## config.mk

```make
export PLATFORM = sky130hd
export DESIGN_NAME = dss_core
export DESIGN_NICKNAME = d
export VERILOG_FILES = /design/src/core/dss_pkg.sv /design/src/core/dss_core.sv /design/src/core/dss_sync.sv
export VERILOG_INCLUDE_DIRS = /design/src /design/src/core
export SDC_FILE = /design/constraint.sdc
export NUM_CORES = 1
export LEC_CHECK = 0
export BUFFER_PORTS_ARGS = -buffer_cell sky130_fd_sc_hd__buf_4
export CELL_PAD_IN_SITES_DETAIL_PLACEMENT = 0
export CELL_PAD_IN_SITES_GLOBAL_PLACEMENT = 2
export CORE_ASPECT_RATIO = 0.9
export CORE_MARGIN = 3
export CORE_UTILIZATION = 33
export DETAILED_ROUTE_END_ITERATION = 7
export PLACE_DENSITY_LB_ADDON = 0.1
export RECOVER_POWER = 100
export SKIP_LAST_GASP = 1
export SLEW_MARGIN = 20
export SYNTH_ARGS = -nofsm -noshare
export SYNTH_HDL_FRONTEND = slang
export SYNTH_SLANG_ARGS = --single-unit
```

## constraint.sdc

```tcl
create_clock -name clk_i -period 10.1 [get_ports clk_i]
set_input_delay 2.525 -clock clk_i [delete_from_list [all_inputs] [get_ports clk_i]]
set_output_delay 2.525 -clock clk_i [all_outputs]
set_load 0.02 [all_outputs]
```

## src/core/dss_defs.svh

```systemverilog
// Purpose: offsets, fields, reset values, distances and nanosecond timings of the sensor response block
// Assumes: 32-bit classic Wishbone, byte addresses, 25 MHz clock
// Notes:   distances are in millimetres of door travel from the closed position
`ifndef DSS_DEFS_SVH
`define DSS_DEFS_SVH

// ----------------------------------------
// register offsets
// ----------------------------------------
`define DSS_ADR_CTRL        8'h00
`define DSS_ADR_RANGE       8'h04
`define DSS_ADR_ORDER       8'h08
`define DSS_ADR_STATUS      8'h0C

// ----------------------------------------
// field positions
// ----------------------------------------
`define DSS_CTRL_TYPE_LSB   0
`define DSS_CTRL_FBEN_BIT   4
`define DSS_STAT_STATE_LSB  4

// ----------------------------------------
// reset values
// ----------------------------------------
`define DSS_RST_TYPE        3'h0
`define DSS_RST_FBEN        1'h0
`define DSS_RST_RANGE       16'hFFFF
`define DSS_RST_ORDER       2'h0

// ----------------------------------------
// distances and timing
// ----------------------------------------
`define DSS_BEAM_IGNORE_MM  16'h000A
`define DSS_EDGE_OPEN_MM    16'h0014
`define DSS_EDGE_REV_MM     16'h00C8
`define DSS_CLK_NS          40
`define DSS_TEST_HALF_NS    10000

`endif

```

## src/core/dss_pkg.sv

```systemverilog
// Purpose: types of the sensor response block
// Assumes: used as dss_pkg::name, never imported
// Notes:   sensor type codes above the last one are illegal
package dss_pkg;

  typedef enum logic [2:0] {
    DSS_SENS_INACTIVE,
    DSS_SENS_BEAM,
    DSS_SENS_DOOR_CTRL,
    DSS_SENS_CURTAIN,
    DSS_SENS_EDGE
  } dss_sensor_t;

  typedef enum logic [2:0] {
    DSS_MODE_LEARN,
    DSS_MODE_INITIAL,
    DSS_MODE_NORMAL,
    DSS_MODE_POSITIONING,
    DSS_MODE_SPECIAL
  } dss_mode_t;

  typedef enum logic [2:0] {
    DSS_ST_IDLE,
    DSS_ST_REVERSING,
    DSS_ST_ORDERED,
    DSS_ST_EDGE_REVERSE,
    DSS_ST_HALTED,
    DSS_ST_ABORTED
  } dss_state_t;

  typedef struct packed {
    logic [15:0] door_pos;
    logic [15:0] open_pos;
    logic        close_order;
    logic        reverse_done;
    logic        obstruct;
  } dss_motion_t;

  typedef struct packed {
    logic        abort_learn;
    logic        deenergize;
    logic        ramp_stop;
    logic        reverse;
    logic [15:0] reverse_dist;
    logic        post_order_valid;
    logic [1:0]  post_order;
  } dss_resp_t;

  typedef struct packed {
    dss_state_t  st;
    logic [2:0]  sensor_type;
    logic        fb_en;
    logic [15:0] range;
    logic [1:0]  order;
    logic [15:0] test_cnt;
    logic        test_out;
    logic        wb_ack;
    logic [31:0] wb_dat;
    dss_resp_t   resp;
  } dss_regs_t;

  typedef struct packed {
    logic meta;
    logic stable;
  } dss_sync_t;

endpackage

```

## src/core/dss_core.sv

```systemverilog
// Purpose: safety sensor evaluation for a door drive, Wishbone register slave
// Assumes: motion inputs and fieldbus flags come from logic on clk_i
// Notes:   responses are registered levels for the motion control
`timescale 1ns/1ps
`include "dss_defs.svh"

module dss_core
#(
  parameter int TEST_HALF = (`DSS_TEST_HALF_NS + `DSS_CLK_NS - 1) / `DSS_CLK_NS
)
(
  input  wire logic                clk_i,
  input  wire logic                rst_i,
  input  wire logic                wb_cyc_i,
  input  wire logic                wb_stb_i,
  input  wire logic                wb_we_i,
  input  wire logic [7:0]          wb_adr_i,
  input  wire logic [3:0]          wb_sel_i,
  input  wire logic [31:0]         wb_dat_i,
  output logic      [31:0]         wb_dat_o,
  output logic                     wb_ack_o,
  input  wire logic                shared_input_i,
  input  wire logic                beam_sensor_bit_i,
  input  wire logic                fieldbus_operating_state_i,
  input  wire dss_pkg::dss_mode_t  mode_i,
  input  wire dss_pkg::dss_motion_t motion_i,
  output dss_pkg::dss_resp_t       resp_o,
  output logic                     sensor_test_output_o
);

  dss_pkg::dss_regs_t s;
  dss_pkg::dss_regs_t next_s;
  logic               pin_level;
  logic               beam_clear;
  logic               curtain_clear;
  logic               edge_intact;
  logic               in_range;
  logic               near_open;
  logic               beam_act;
  logic               curtain_act;
  logic               edge_act;
  logic               lc_act;
  logic               ramp_level;
  logic               wr_en;
  logic               test_type;

  // ----------------------------------------
  // helpers
  // ----------------------------------------
  function automatic logic [31:0] wb_merge(input logic [31:0] old_v,
                                           input logic [31:0] new_v,
                                           input logic [3:0]  sel);
    logic [31:0] r;
    r = old_v;
    for (int i = 0; i < 4; i++)
      if (sel[i])
        r[i*8 +: 8] = new_v[i*8 +: 8];
    return r;
  endfunction

  function automatic logic [15:0] abs_diff(input logic [15:0] a,
                                           input logic [15:0] b);
    return (a > b) ? 16'(a - b) : 16'(b - a);
  endfunction

  // ----------------------------------------
  // pin synchroniser
  // ----------------------------------------
  dss_sync u_sync
  (
    .clk_i   (clk_i),
    .rst_i   (rst_i),
    .pin_i   (shared_input_i),
    .level_o (pin_level)
  );

  // ----------------------------------------
  // sensor interpretation
  // ----------------------------------------
  always_comb
  begin
    beam_clear    = 1'b1;
    curtain_clear = 1'b1;
    edge_intact   = 1'b1;
    if (s.fb_en)
      beam_clear = fieldbus_operating_state_i ? beam_sensor_bit_i : 1'b1;
    else if (s.sensor_type == dss_pkg::DSS_SENS_BEAM)
      beam_clear = pin_level;
    if (s.sensor_type == dss_pkg::DSS_SENS_CURTAIN)
      curtain_clear = pin_level;
    if (s.sensor_type == dss_pkg::DSS_SENS_EDGE)
      edge_intact = pin_level;
    in_range    = motion_i.door_pos <= s.range;
    near_open   = abs_diff(motion_i.door_pos, motion_i.open_pos) <= `DSS_EDGE_OPEN_MM;
    beam_act    = !beam_clear && in_range
                  && (motion_i.door_pos >= `DSS_BEAM_IGNORE_MM);
    curtain_act = !curtain_clear && in_range;
    edge_act    = !edge_intact && in_range && !near_open;
    lc_act      = beam_act || curtain_act;
    test_type   = (s.sensor_type == dss_pkg::DSS_SENS_CURTAIN)
                  || (s.sensor_type == dss_pkg::DSS_SENS_EDGE);
  end

  // ----------------------------------------
  // next state
  // ----------------------------------------
  always_comb
  begin
    next_s     = s;
    ramp_level = 1'b0;
    wr_en      = s.wb_ack && wb_cyc_i && wb_stb_i && wb_we_i;

    unique case (s.st)
      dss_pkg::DSS_ST_IDLE:
        unique case (mode_i)
          dss_pkg::DSS_MODE_LEARN:
            if (lc_act || edge_act)
              next_s.st = dss_pkg::DSS_ST_ABORTED;
          dss_pkg::DSS_MODE_INITIAL:
          begin
            ramp_level = lc_act && motion_i.close_order;
            if (edge_act)
              next_s.st = dss_pkg::DSS_ST_HALTED;
          end
          dss_pkg::DSS_MODE_NORMAL:
            if (lc_act && motion_i.close_order)
              next_s.st = dss_pkg::DSS_ST_REVERSING;
            else if (edge_act)
              next_s.st = dss_pkg::DSS_ST_EDGE_REVERSE;
          dss_pkg::DSS_MODE_POSITIONING:
          begin
            ramp_level = lc_act;
            if (edge_act)
              next_s.st = dss_pkg::DSS_ST_HALTED;
          end
          dss_pkg::DSS_MODE_SPECIAL:
            ramp_level = lc_act && motion_i.close_order;
          default:
            ramp_level = 1'b0;
        endcase
      dss_pkg::DSS_ST_REVERSING:
        if (motion_i.obstruct)
          next_s.st = dss_pkg::DSS_ST_ORDERED;
        else if (motion_i.reverse_done)
          next_s.st = dss_pkg::DSS_ST_IDLE;
      dss_pkg::DSS_ST_ORDERED:
        if (!motion_i.close_order)
          next_s.st = dss_pkg::DSS_ST_IDLE;
      dss_pkg::DSS_ST_EDGE_REVERSE:
        if (motion_i.obstruct)
          next_s.st = dss_pkg::DSS_ST_HALTED;
        else if (motion_i.reverse_done)
          next_s.st = dss_pkg::DSS_ST_IDLE;
      dss_pkg::DSS_ST_HALTED:
        if (!motion_i.close_order && !edge_act)
          next_s.st = dss_pkg::DSS_ST_IDLE;
      dss_pkg::DSS_ST_ABORTED:
        if (mode_i != dss_pkg::DSS_MODE_LEARN)
          next_s.st = dss_pkg::DSS_ST_IDLE;
      default:
        next_s.st = dss_pkg::DSS_ST_IDLE;
    endcase

    // response outputs, registered
    next_s.resp.abort_learn      = next_s.st == dss_pkg::DSS_ST_ABORTED;
    next_s.resp.deenergize       = (next_s.st == dss_pkg::DSS_ST_ABORTED)
                                   || (next_s.st == dss_pkg::DSS_ST_HALTED);
    next_s.resp.ramp_stop        = ramp_level || (next_s.st == dss_pkg::DSS_ST_HALTED);
    next_s.resp.reverse          = (next_s.st == dss_pkg::DSS_ST_REVERSING)
                                   || (next_s.st == dss_pkg::DSS_ST_EDGE_REVERSE);
    next_s.resp.reverse_dist     = (next_s.st == dss_pkg::DSS_ST_EDGE_REVERSE)
                                   ? `DSS_EDGE_REV_MM : 16'h0000;
    next_s.resp.post_order_valid = next_s.st == dss_pkg::DSS_ST_ORDERED;
    next_s.resp.post_order       = s.order;

    // sensor test output only for curtain and edge
    if (test_type)
    begin
      if (s.test_cnt == 16'(TEST_HALF - 1))
      begin
        next_s.test_cnt = 16'h0000;
        next_s.test_out = !s.test_out;
      end
      else
        next_s.test_cnt = 16'(s.test_cnt + 16'h0001);
    end
    else
    begin
      next_s.test_cnt = 16'h0000;
      next_s.test_out = 1'b0;
    end

    // wishbone slave
    next_s.wb_ack = wb_cyc_i && wb_stb_i && !s.wb_ack;
    next_s.wb_dat = 32'h00000000;
    unique case (wb_adr_i)
      `DSS_ADR_CTRL:
      begin
        next_s.wb_dat[`DSS_CTRL_TYPE_LSB +: 3] = s.sensor_type;
        next_s.wb_dat[`DSS_CTRL_FBEN_BIT]      = s.fb_en;
      end
      `DSS_ADR_RANGE:
        next_s.wb_dat[15:0] = s.range;
      `DSS_ADR_ORDER:
        next_s.wb_dat[1:0] = s.order;
      `DSS_ADR_STATUS:
      begin
        next_s.wb_dat[0] = pin_level;
        next_s.wb_dat[1] = beam_clear;
        next_s.wb_dat[2] = lc_act;
        next_s.wb_dat[3] = edge_act;
        next_s.wb_dat[`DSS_STAT_STATE_LSB +: 3] = s.st;
      end
      default:
        next_s.wb_dat = 32'h00000000;
    endcase
    if (wr_en)
    begin
      unique case (wb_adr_i)
        `DSS_ADR_CTRL:
        begin
          next_s.sensor_type = 3'(wb_merge({27'h0, s.fb_en, 1'b0, s.sensor_type},
                                           wb_dat_i, wb_sel_i));
          next_s.fb_en       = wb_sel_i[0] ? wb_dat_i[`DSS_CTRL_FBEN_BIT] : s.fb_en;
        end
        `DSS_ADR_RANGE:
          next_s.range = 16'(wb_merge({16'h0, s.range}, wb_dat_i, wb_sel_i));
        `DSS_ADR_ORDER:
          next_s.order = 2'(wb_merge({30'h0, s.order}, wb_dat_i, wb_sel_i));
        default:
          next_s.order = s.order;
      endcase
    end
  end

  // ----------------------------------------
  // state register
  // ----------------------------------------
  always_ff @(posedge clk_i)
  begin
    if (rst_i)
    begin
      s             <= '0;
      s.st          <= dss_pkg::DSS_ST_IDLE;
      s.sensor_type <= `DSS_RST_TYPE;
      s.fb_en       <= `DSS_RST_FBEN;
      s.range       <= `DSS_RST_RANGE;
      s.order       <= `DSS_RST_ORDER;
    end
    else
    begin
      s <= next_s;
    end
  end

  assign wb_dat_o             = s.wb_dat;
  assign wb_ack_o             = s.wb_ack;
  assign resp_o               = s.resp;
  assign sensor_test_output_o = s.test_out;
endmodule

```

## src/core/dss_sync.sv

```systemverilog
// Purpose: two-flop synchroniser for the shared sensor pin
// Assumes: pin is asynchronous to clk_i
// Notes:   meta is read only by the second flop
`timescale 1ns/1ps

module dss_sync
(
  input  wire logic clk_i,
  input  wire logic rst_i,
  input  wire logic pin_i,
  output logic      level_o
);

  dss_pkg::dss_sync_t s;
  dss_pkg::dss_sync_t next_s;

  // ----------------------------------------
  // state update
  // ----------------------------------------
  always_comb
  begin
    next_s        = s;
    next_s.meta   = pin_i;
    next_s.stable = s.meta;
  end

  always_ff @(posedge clk_i)
  begin
    if (rst_i)
    begin
      s <= '{meta: 1'b1, stable: 1'b1};
    end
    else
    begin
      s <= next_s;
    end
  end

  assign level_o = s.stable;

endmodule

```

==> Yosys cells after proc, flatten, opt, wreduce, memory -nomap -nowiden <==
Cells that the tools add are included.
{ "totals": {"regBits": 100, "in_bits": 90, "output_inout_bits": 57, "elab_cells": 116} }
{ "classes": {"n_mux": 26, "eq_ne": 21, "n_addsub": 3, "bitwise": 2, "n_reduce_logical": 39, "order_cmp": 4} }
{ "op_table": {"columns": ["cell", "n"], "rows": [
  ["$sub A16 B16 Y16", 2],
  ["$mux W3", 10],
  ["$eq A3 B2 Y1 const B", 7],
  ["$eq A3 B3 Y1 const B", 6],
  ["$pmux W3 S6", 1],
  ["$add A16 B1 Y16 const B", 1],
  ["$eq A16 B8 Y1 const B", 1],
  ["$eq A8 B4 Y1 const B", 2],
  ["$ge A16 B4 Y1 const B", 1],
  ["$gt A16 B16 Y1", 1],
  ["$le A16 B16 Y1", 1],
  ["$le A16 B5 Y1 const B", 1],
  ["$mux W16", 1],
  ["$eq A3 B1 Y1 const B", 4],
  ["$logic_and A1 B1 Y1", 12],
  ["$reduce_and A3 Y1", 4],
  ["$pmux W3 S3", 1],
  ["$eq A8 B3 Y1 const B", 1],
  ["$logic_not A1 Y1", 8],
  ["$logic_not A8 Y1", 1],
  ["$mux W8", 1],
  ["$pmux W2 S4", 1],
  ["$reduce_or A2 Y1", 4],
  ["$logic_not A3 Y1", 2],
  ["8 further kinds", 21]
]} }

==> Logic depth before layout (Yosys ltp) <==
Gate-level depths: netlist of run 1.
{ "depth": {"word_depth": 13, "mapped_depth": 13, "mapped_depth_nobuf": 12} }

==> By module <==
A second synthesis of run 1 with hierarchy kept.
{ "hier_totals": {"cells_unflattened": 677, "hier_area_um2": 5386.4} }
{ "modules_own_cells": {"columns": ["mod", "area_each_um2", "instances", "seq_area_each_um2", "cells_per_inst"], "rows": [
  ["dss_core", 5333.9, 1, 1341.3, 673],
  ["dss_sync", 52.6, 1, 40.0, 4]
]} }

==> Worst setup path after synthesis of run 1 <==
No wires, ideal clock.
{ "synth_path": {"path_kind": "input port to flip-flop", "from": "input motion_i[10] (netlist bit)", "to": "register s (netlist bit resp_o[19])", "setup_ns": 0.115, "path_slack_ns": 4.914, "stages": 13, "t_required_ns": 9.985, "path_buffers": 1, "arrival_time_ns": 5.070, "cell_sequence": "inv_1 > ha_1 > buf_6 > a21oi_4 > o21ai_2 > a221o_1 > a2111oi_4 > nor2_2 > a211o_1 > nor4_2 > o211ai_4 > a21bo_1 > and3_1"} }
{ "synth_via": {"elab_chain_cells": 11, "word_cells_on_any_way": 20, "cone_classes": "add/sub: 2; order compare: 2; eq/ne: 2; mux: 8; reduce/logical: 6"} }
{ "synth_lines": {"columns": ["item", "line_no", "rtl"], "rows": [
  ["start, declared", "dss_core.sv:26", "input wire dss_pkg::dss_motion_t motion_i,"],
  ["$sub A16 B16 Y16 / $gt A16 B16 Y1 (equally long branches)", "dss_core.sv:63", "return (a > b) ? 16'(a - b) : 16'(b - a);"],
  ["$mux W16 (*)", "dss_core.sv:63", null],
  ["$le A16 B5 Y1 (no source line) (*)", null, null],
  ["$logic_not A1 Y1 (*)", "dss_core.sv:98", "edge_act = !edge_intact && in_range && !near_open;"],
  ["$logic_and A1 B1 Y1 (*)", "dss_core.sv:98", null],
  ["$mux W3, or another cell as far along", "dss_core.sv:128", "else if (edge_act)"],
  ["$mux W3, or another cell as far along", "dss_core.sv:126", "if (lc_act && motion_i.close_order)"],
  ["$pmux W3 S3 / $mux W3 (equally long branches)", "dss_core.sv:115, dss_core.sv:155", null],
  ["$pmux W3 S6 (*)", "dss_core.sv:113", "unique case (s.st)"],
  ["$eq A3 B1 Y1 / $eq A3 B2 Y1 (equally long branches)", "dss_core.sv:169, dss_core.sv:170", null],
  ["$logic_or A1 B1 Y1 (*)", "dss_core.sv:170", "|| (next_s.st == dss_pkg::DSS_ST_EDGE_REVERSE);"],
  ["end signal, assigned", "dss_core.sv:252", "s <= next_s;"],
  ["end, declared", "dss_core.sv:31", "dss_pkg::dss_regs_t s;"]
]} }
Every way passes the cells marked *; elsewhere a longest branch is shown, timed or not.
A chain may end at the register's enable or synchronous reset.

==> Worst setup path after layout of run 1 <==
{ "layout_path": {"from": "input motion_i[24] (netlist bit)", "to": "register s (netlist bit resp_o[19])"} }
{ "layout_via": {"elab_chain_cells": 11, "word_cells_on_any_way": 28, "cone_classes": "add/sub: 2; order compare: 4; eq/ne: 2; mux: 8; reduce/logical: 12"} }
{ "layout_lines": {"columns": ["item", "line_no"], "rows": [
  ["$sub A16 B16 Y16 / $gt A16 B16 Y1 (equally long branches)", "dss_core.sv:63"],
  ["$mux W16", "dss_core.sv:63"],
  ["$le A16 B5 Y1 (no source line)", null],
  ["$logic_not A1 Y1", "dss_core.sv:98"],
  ["$logic_and A1 B1 Y1", "dss_core.sv:98"],
  ["$mux W3, or another cell as far along", "dss_core.sv:128"],
  ["$mux W3, or another cell as far along", "dss_core.sv:126"],
  ["$pmux W3 S3 / $mux W3 (equally long branches)", "dss_core.sv:115, dss_core.sv:155"],
  ["$pmux W3 S6 (*)", "dss_core.sv:113"],
  ["$eq A3 B1 Y1 / $eq A3 B2 Y1 (equally long branches)", "dss_core.sv:169, dss_core.sv:170"],
  ["$logic_or A1 B1 Y1 (*)", "dss_core.sv:170"]
]} }
Marks and branches as above.

==> impl_metrics.json, run 1 <==
{
  "synth_area_leader_cell": "dfxtp_1",
  "grt_pass1_wl_mm": 24.5,
  "path_max_fanout": 13,
  "worstSetupStartpointType": "primary input",
  "wl_met3_mm": 1.05,
  "power_switching_mw": 0.227,
  "area_growth_pct": 12.4,
  "place_inst": 945,
  "antenna_found_initial": 0,
  "rsz0062_at_grt": "no",
  "yosysWarnings": 0,
  "hold_viol": 0,
  "synthTopCellsByCount": "nor2_1 (72), dfxtp_1 (69), inv_1 (59)",
  "core_area_um2": 16200,
  "comb_power_share_pct": 23.6,
  "cts.sinks": 69,
  "synthTopCellsByArea": "dfxtp_1 (25%), ha_1 (11%), buf_4 (7.5%)",
  "crit_required_ns": 10.37,
  "fin_cells": 961,
  "cts_buffer_depth": 2,
  "cts_hold_buf": 0,
  "worstSetupPathType": "in2reg",
  "ios": 147,
  "fill_cells": 1719,
  "fin_setup_tns_ns": 0,
  "drive_gt1_share_pct": 14.1,
  "die-width_um": 142,
  "synthArstFlopShare_pct": 0,
  "drv_cap": 1,
  "max-vdd-ir-drop_v": 0.0000695,
  "nNetsFinal": 888,
  "first_global_vias": 4685,
  "max_freq_ghz": 0.143,
  "finalSetupViolCount": 0,
  "grt_max_degree": 31,
  "cpLargestDelayFamily": "compound AO/OA/AOI/OAI gates",
  "swShare_pct": 30.6,
  "maxSlewViolCount": 6,
  "fin_skew_ns": 0.00732,
  "portBuffers": 99,
  "dp_hpwl_mm": 12.4,
  "hold_class": "reg2reg",
  "grt.total_usage_pct": 16.7,
  "cts_tree": "yes",
  "drt_iter0_markers": 259,
  "globalplace.congestion": 0.860,
  "dr_wl_met2_mm": 6.01,
  "num_rows": 44,
  "ys_ff_latch": 69,
  "worstPathCellList": "clkbuf_1 > ha_1 > a21oi_1 > o21ai_0 > a221o_1 > a2111oi_0 > nor2_2 > a2111oi_0 > o221a_2 > o211ai_1 > a21oi_1 > and3_1",
  "cp-end-kind": "flip-flop",
  "slowest_stage": "a2111oi_0",
  "grt_overflow": 0,
  "drc": 0,
  "htreeDepth": 3,
  "synth_seq_area_share_pct": 25.0,
  "slowest_delay_ns": 1.39,
  "path_buf_inv": 1,
  "first_pass_iters": 4,
  "yosysMostFrequentCell": "nor2_1",
  "yosys_most_used_dff": "dfxtp_1",
  "slew_headroom_pct": -12.9,
  "violations": "capacitance limit, slew limit",
  "powerDensity_nw_per_um2": 120,
  "ys_types": 73,
  "synth-edff-count": 0,
  "syn_area_per_cell_um2": 7.94,
  "cts-resized-gates": 0,
  "fin_crit_sh_pct": 69.4,
  "avgRoutedWirePerCell_um": 16.0,
  "clkPwrFrac_pct": 39.6,
  "n_antenna_cell": 0,
  "intPower_mw": 0.516,
  "topRoutingLayerUsed": "met4",
  "avgViaCountPerCell": 5.11,
  "tightest_slew_ns": 1.65,
  "wl_mm": 15.4,
  "die_h_um": 129,
  "syn-cell-area_um2": 5520,
  "synth_top_area_share_pct": 25.0,
  "status": "complete, but fails checks",
  "seq_area_um2": 1380,
  "cts_buffers": 9,
  "clkLatencyLatePin_ns": 0.33,
  "syn-instance-count": 695,
  "multi_input_area_um2": 3430,
  "cts-root-buf": "clkbuf_16",
  "initial_utilization_pct": 34.0,
  "path_clk_slew_ns": 0.06,
  "wl_met1_mm": 7.96,
  "hold-worst-slack_ns": 0.409,
  "period_needed_ns": 7.01,
  "die_area_um2": 18300,
  "antenna_left": 0,
  "num_vias": 4912,
  "post_cts_buffers": 0,
  "leakagePower_nw": 2.75,
  "worstPathArrival_ns": 7.28,
  "seqPwrFrac_pct": 36.8
}
==> area by class of cell <==
cell class                      instances  share of cell area, %
Timing Repair Buffer                   99                   10.1
Sequential cell                        69                   22.3
Multi-Input combinational cell        511                   55.3
Tap cell                              207                   4.17
Inverter                               59                   3.57
Clock inverter                          6                  0.746
Clock buffer                           10                   3.85
==> flip-flops by register name (all words and copies together) (netlist names) <==
| signal | count |
|---|---|
| s | 39 |
| wb_dat_o | 16 |
| resp_o | 8 |
| next_s | 2 |
| sensor_test_output_o | 1 |
| u_sync.level_o | 1 |
| u_sync.next_s | 1 |
| wb_ack_o | 1 |
==> cells in the final DEF (no fill, tap or decap), types with 3 or more instances in the layout <==
cell type,instances
o32ai_1,3
a31oi_1,9
dfxtp_1,69
nand2_1,47
nor3_1,18
conb_1,29
nand4_1,12
a21oi_1,36
xor2_1,12
a211o_1,7
or2_2,5
nand2b_1,6
a221o_1,3
or3_1,7
or4_1,3
clkbuf_16,9
nor4_1,10
a221oi_1,3
mux2i_1,13
a211oi_1,3
xnor2_1,12
a2111oi_0,6
nor3b_1,5
a21o_1,17
o21ai_0,26
inv_1,59
buf_4,67
o211ai_1,11
o21bai_1,4
nand3_1,16
clkbuf_1,31
nor2_1,72
ha_1,49
nor2b_1,14
and3_1,5
==> cell families (layout without fill, tap and decap cells) <==
kind of cell | after synthesis | in the layout | share of synthesized area, %
flip-flops | 69 | 69 | 25.0
XOR/XNOR | 24 | 24 | 3.81
multiplexers | 15 | 15 | 3.17
buffers and inverters | 143 | 174 | 13.9
AO/OA/AOI/OAI | 157 | 157 | 21.3
adder cells (fa/ha/maj) | 49 | 49 | 11.1
AND/OR/NAND/NOR | 237 | 237 | 21.6
other | 1 | 29 | 0.0679
==> stage by stage <==
step | util (%) | total power [mW] | worst slack [ns] | area, um2
2_1_floorplan | - | 0.409 | 4.91 | 5630
3_3_place_gp | 37.4 | 0.457 | 4.21 | 6080
3_5_place_dp | 37.4 | 0.457 | 4.23 | 6080
4_1_cts | 39.2 | 0.756 | 4.56 | 6370
5_1_grt | 38.2 | 0.785 | 2.69 | 6200
6_report | 38.2 | 0.743 | 3.09 | 6200
==> power by group through the flow <==
stage / logic (mW) / clock network, mW / registers (mW)
after CTS: 0.179 / 0.304 / 0.273
after global placement: 0.177 / 0 / 0.279
final: 0.175 / 0.295 / 0.273
after detailed placement: 0.178 / 0 / 0.279
after floorplan: 0.130 / 0 / 0.279
after global routing: 0.194 / 0.318 / 0.273
==> per-layer routing <==
| layer | track usage, % | vias up |
|---|---|---|
| li1 | - | 2478 |
| met1 | 25.2 | 2257 |
| met2 | 23.2 | 154 |
| met3 | 3.83 | 23 |
| met4 | 5.53 | 0 |
| met5 | 0 | - |
==> path summary, 6_finish.rpt <==
| kind | startpoint | endpoint | slack [ns] | depth (start not counted) |
|---|---|---|---|---|
| max reg2reg | s[76]$_SDFFE_PP1P_ | resp_o[19]$_SDFF_PP0_ | 7.04 | 12 |
| min | u_sync.next_s[0]$_SDFF_PP1_ | u_sync.level_o$_SDFF_PP1_ | 0.41 | 1 |
| min reg2reg | u_sync.next_s[0]$_SDFF_PP1_ | u_sync.level_o$_SDFF_PP1_ | 0.41 | 1 |
| max | motion_i[24] | resp_o[19]$_SDFF_PP0_ | 3.09 | 12 |
Note: power is estimated with default switching activity, not from simulation.
==> run 2: changes to the inputs <==
- ABC_AREA: default -> 1
- CORE_UTILIZATION: 33 -> 26
- clock period: 10.1 -> 5.9 ns (I/O delays scaled with it)
==> impl_metrics.json, run 2 <==
{
  "status": "complete, no violations",
  "num_vias": 5224,
  "tightest_slew_ns": 1.22,
  "grt_pass1_wl_mm": 26.7,
  "period_needed_ns": 4.52,
  "core_area_um2": 21100,
  "cp-end-kind": "flip-flop",
  "fin_skew_ns": 0.00981,
  "drive_gt1_share_pct": 11.9,
  "grt.total_usage_pct": 14.1,
  "clkLatencyLatePin_ns": 0.33,
  "antenna_found_initial": 0,
  "htreeDepth": 3,
  "syn-instance-count": 884,
  "die_h_um": 146,
  "powerDensity_nw_per_um2": 203,
  "post_cts_buffers": 0,
  "worstSetupPathType": "in2reg",
  "first_pass_iters": 4,
  "nNetsFinal": 1096,
  "ys_types": 45,
  "initial_utilization_pct": 26.8,
  "grt_overflow": 0,
  "cts_buffer_depth": 2,
  "syn_area_per_cell_um2": 6.42,
  "max_freq_ghz": 0.221,
  "die-width_um": 162,
  "regMostFlops": "s",
  "drt_iter0_markers": 212,
  "antenna_left": 0,
  "yosys_most_used_dff": "dfxtp_1",
  "yosysMostFrequentCell": "nand2_1",
  "cpLargestDelayFamily": "simple AND/OR/NAND/NOR gates",
  "yosysWarnings": 0,
  "cp-startpoint": "motion_i[31]",
  "path_clk_slew_ns": 0.06,
  "path_buf_inv": 2,
  "cts.sinks": 69,
  "worstSetupStartpointType": "primary input",
  "cts_hold_buf": 0,
  "area_growth_pct": 16.1,
  "num_rows": 50,
  "synth_area_leader_cell": "dfxtp_1",
  "ys_ff_latch": 69,
  "cts-root-buf": "clkbuf_16",
  "hold_viol": 0,
  "hold_class": "reg2reg",
  "worstPathCellList": "clkbuf_1 > ha_1 > nand2_1 > inv_1 > nand3_1 > nor2_1 > nor2_1 > a21oi_1 > nand2_1 > nand2_1 > nand2_1 > nand3_1 > nand3_1 > nand2_1 > nand2_1 > a21oi_1 > a21oi_4 > nand2_1 > nand2_1",
  "cts-resized-gates": 0,
  "max-vdd-ir-drop_v": 0.000145,
  "portBuffers": 99,
  "n_antenna_cell": 0,
  "leakagePower_nw": 3.50,
  "fin_setup_tns_ns": 0,
  "largest_reg_flops": 39,
  "syn-cell-area_um2": 5680,
  "final_cell_mix": "nand2_1 (241), inv_1 (149), nor2_1 (70), dfxtp_1 (69), buf_4 (67)",
  "dp_hpwl_mm": 14.1,
  "drv_cap": 0,
  "worstPathArrival_ns": 4.75,
  "first_global_vias": 5168,
  "synthTopCellsByArea": "dfxtp_1 (24%), nand2_1 (16%), ha_1 (11%)",
  "finalSetupViolCount": 0,
  "synthTopCellsByCount": "nand2_1 (240), inv_1 (148), dfxtp_1 (69), nor2_1 (69), buf_4 (55)",
  "fin_ws_ns": 1.38,
  "cts_tree": "yes",
  "grt_max_degree": 29,
  "cpMostUsedCell": "nand2_1",
  "avgRoutedWirePerCell_um": 13.3,
  "synth-edff-count": 0,
  "final_common_cell": "nand2_1",
  "rsz0062_at_grt": "no",
  "fin_crit_sh_pct": 76.6,
  "avgViaCountPerCell": 4.19,
  "die_area_um2": 23600,
  "slowest_delay_ns": 0.53,
  "pre_cts_ws_ns": 1.54,
  "synthArstFlopShare_pct": 0,
  "crit_required_ns": 6.13,
  "hold_start": "u_sync.next_s[0]$_SDFF_PP1_",
  "drc": 0,
  "globalplace.congestion": 0.758,
  "r2r_start": "s[90]$_SDFFE_PP1P_",
  "slowest_stage": "ha_1",
  "maxSlewViolCount": 0,
  "wl_mm": 16.6,
  "slew_headroom_pct": 18.5,
  "synth_top_area_share_pct": 24.3,
  "cts_buffers": 9,
  "synth_seq_area_share_pct": 24.3,
  "path_max_fanout": 10,
  "ios": 147
}
[run 2: cell types whose count changed after synthesis, moves of 7 or more]
cell and delta:
clkbuf_1 -13, o21ai_0 -9, mux2i_1 -13, a21o_1 -14, a211o_1 -7, nor2b_1 -14
or3_1 -7, inv_1 +89, a31oi_1 -7, nand2_1 +193, xnor2_1 -9, nand3_1 +29
inv_2 +8, nand2_2 +7
[run 2: final timing paths]
check                                    to  slack [ns]  cells after the start
hold / removal    u_sync.level_o$_SDFF_PP1_        0.41                      1
setup reg to reg      resp_o[20]$_SDFF_PP0_        3.09                     17
hold reg to reg   u_sync.level_o$_SDFF_PP1_        0.41                      1
setup / recovery      resp_o[20]$_SDFF_PP0_        1.38                     19
[run 2: cells by family after synthesis]
group / after synthesis / synth area share (%)
simple gates: 427 / 33.3
other cells: 1 / 0.0661
fa+ha+maj: 49 / 10.8
buf+inv: 226 / 18.7
xor+xnor: 10 / 1.54
compound gates: 102 / 11.2
flops: 69 / 24.3
[run 2: where the power goes]
| group | internal (mW) | switching, mW |
|---|---|---|
| Sequential | 0.467 | 0.000495 |
| Clock | 0.370 | 0.201 |
| Combinational | 0.107 | 0.194 |
| Total | 0.944 | 0.396 |
[run 2: cell type report]
class / instances / area (um2)
well taps: 286 / 358
clock buffers: 12 / 236
repair buffers: 101 / 634
flip-flops and latches: 69 / 1380
inverters: 159 / 597
multi-input cells: 617 / 3310
fillers: 2423 / 14600
clock inverters: 4 / 72.6
[run 2: per-stage QoR]
| stage | hold slack [ns] | utilization, % | total power [mW] | cell area [um2] | std cells |
|---|---|---|---|---|---|
| floorplan | 0.389 | - | 0.695 | 5780 | 912 |
| detailed placement | 0.413 | 30.4 | 0.786 | 6430 | 1232 |
| finish | 0.405 | 31.2 | 1.34 | 6590 | 1248 |
| global placement | 0.414 | 30.4 | 0.791 | 6430 | 1232 |
| CTS | 0.409 | 31.9 | 1.37 | 6740 | 1248 |
| global route | 0.415 | 31.2 | 1.42 | 6590 | 1248 |
[run 2: per-layer routing]
| metal | vias up | GRT usage, % | wire [um] |
|---|---|---|---|
| met4 | 0 | 3.07 | 178 |
| met1 | 2276 | 19.5 | 8240 |
| met3 | 10 | 2.50 | 613 |
| met5 | - | 0 | 0 |
| met2 | 89 | 22.9 | 7550 |
| li1 | 2849 | - | - |
==> run 3: changes to the inputs <==
- CORE_UTILIZATION: 26 -> 28
- clock period: 5.9 -> 4.4 ns (I/O delays scaled with it)
==> impl_metrics.json, run 3 (synthesized netlist as in run 2, its figures left out) <==
{
  "cts_hold_buf": 0,
  "final_cell_mix": "nand2_1 (243), inv_1 (148), buf_4 (70), nor2_1 (69), dfxtp_1 (69)",
  "regToRegSetupSlack_ns": 1.73,
  "grt_pass1_wl_mm": 26.4,
  "postPlaceCellArea_um2": 6390,
  "finalSetupViolCount": 0,
  "antenna_found_initial": 0,
  "postLayoutCoreUtil_pct": 33.7,
  "hold_viol": 0,
  "die_area_um2": 22000,
  "drt_iter0_markers": 173,
  "cts_tree": "yes",
  "grt.total_usage_pct": 15.0,
  "tightest_slew_ns": 0.682,
  "leakagePower_nw": 3.52,
  "first_pass_iters": 4,
  "portBuffers": 99,
  "die-width_um": 156,
  "max-vdd-ir-drop_v": 0.000178,
  "path_clk_slew_ns": 0.06,
  "regMostFlops": "s",
  "worstSetupPathType": "in2reg",
  "comb_power_share_pct": 22.2,
  "fin_ws_ns": 0.739,
  "maxSlewViolCount": 0,
  "area_growth_pct": 15.7,
  "grt_overflow": 0,
  "r2r_start": "s[76]$_SDFFE_PP1P_",
  "power_switching_mw": 0.560,
  "avgViaCountPerCell": 4.32,
  "place_inst": 1197,
  "path_max_fanout": 10,
  "fin_cells": 1213,
  "status": "complete, no violations",
  "hold_depth": 1,
  "first_global_vias": 5109,
  "intPower_mw": 1.27,
  "powerDensity_nw_per_um2": 279,
  "globalplace.congestion": 0.801,
  "clkPwrFrac_pct": 43.6,
  "cts_buffer_depth": 2,
  "initial_utilization_pct": 29.1,
  "worst_hold_path.endpoint": "u_sync.level_o$_SDFF_PP1_",
  "cts.sinks": 69,
  "hold_class": "reg2reg",
  "grt_max_degree": 28,
  "finalPower_mw": 1.83,
  "hold-worst-slack_ns": 0.407,
  "cp-startpoint": "motion_i[9]",
  "cpLargestDelayFamily": "simple AND/OR/NAND/NOR gates",
  "worstSetupStartpointType": "primary input",
  "dp_hpwl_mm": 13.8,
  "rsz0062_at_grt": "no",
  "slowest_delay_ns": 0.40,
  "avgRoutedWirePerCell_um": 13.5,
  "pre_cts_ws_ns": 0.480,
  "clkLatencyLatePin_ns": 0.34,
  "cp-end-kind": "flip-flop",
  "cts_buffers": 9,
  "nNetsFinal": 1097,
  "max_freq_ghz": 0.273,
  "drv_cap": 0,
  "htreeDepth": 3,
  "hold_start": "u_sync.next_s[0]$_SDFF_PP1_",
  "finalInstanceArea_um2": 6570,
  "worstPathCellList": "buf_4 > inv_1 > ha_1 > nand2_1 > inv_1 > a21oi_1 > nand2_1 > nand2_1 > nand3_1 > nand2_1 > nand2_1 > nor2_1 > nand3_1 > nand2_1 > nand3_1 > nand2_4 > nand2_1 > nand2_1 > nand2_1 > nand2_1 > nand2_1 > a21oi_1 > nor2_1",
  "largest_reg_flops": 39,
  "swShare_pct": 30.6,
  "die_h_um": 141,
  "crit_required_ns": 4.62,
  "n_antenna_cell": 0,
  "reg2reg_depth": 20,
  "path_buf_inv": 3,
  "final_common_cell": "nand2_1",
  "seqPwrFrac_pct": 34.2,
  "slew_headroom_pct": 54.5,
  "num_rows": 48,
  "slowest_stage": "ha_1",
  "cts-root-buf": "clkbuf_16",
  "fin_crit_sh_pct": 83.2,
  "cts-resized-gates": 0,
  "wl_mm": 16.4,
  "drc": 0,
  "worstPathArrival_ns": 3.88,
  "post_cts_buffers": 0,
  "core_area_um2": 19500,
  "r2r-end": "resp_o[22]$_SDFF_PP0_",
  "period_needed_ns": 3.66,
  "antenna_left": 0,
  "cpMostUsedCell": "nand2_1",
  "fin_setup_tns_ns": 0,
  "ios": 147,
  "drive_gt1_share_pct": 12.5,
  "num_vias": 5240,
  "fin_skew_ns": 0.0116
}
==> run 3: how the worst max path moves through the flow <==
stage | endpoint | cells past startpoint
CTS | resp_o[9]$_SDFF_PP0_ | 21
global route | resp_o[20]$_SDFF_PP0_ | 25
finish | resp_o[9]$_SDFF_PP0_ | 23
global placement | resp_o[9]$_SDFF_PP0_ | 21
detailed placement | resp_o[9]$_SDFF_PP0_ | 21
floorplan | resp_o[9]$_SDFF_PP0_ | 23
==> run 3: power by group through the flow <==
stage                     Sequential, mW  Combinational [mW]  Clock, mW
after floorplan                    0.641               0.290          0
after global placement             0.641               0.417          0
after CTS                          0.627               0.414      0.824
after detailed placement           0.641               0.412          0
after global routing               0.627               0.465      0.843
final                              0.627               0.407      0.798
==> run 3: worst reg2reg max path: stages (launching register included) <==
cell       delay, ns
dfxtp_1         0.35
inv_1           0.07
ha_1            0.28
inv_1           0.06
nor2_1          0.03
nor2_1          0.11
o21a_1          0.13
nor2_1          0.04
o21ai_0         0.16
o2111ai_1       0.13
nand2_1         0.18
nand2_1         0.07
nor2_1          0.17
nand2_4         0.14
nand3_1         0.10
nand2_1         0.05
nand2_1         0.09
nand2_1         0.09
a21oi_1         0.22
inv_1           0.08
nor2_2          0.07
==> run 3: area by class of cell <==
type                       count  area (um2)
tap                          250         313
multi-input combinational    617        3310
fill                        2194       12900
clock buffer                   9         225
sequential                    69        1380
inverter                     159         597
clock inverter                 7        98.8
timing repair buffer         102         649
==> run 3: per-layer routing <==
metal	part of all wire [%]	up-vias	wire length [um]	GRT usage [%]
li1	-	2865	-	-
met1	51	2286	8450	21.4
met2	45	83	7370	23.7
met3	3.0	6	493	2.61
met4	0.64	0	105	3.22
met5	0	-	0	0
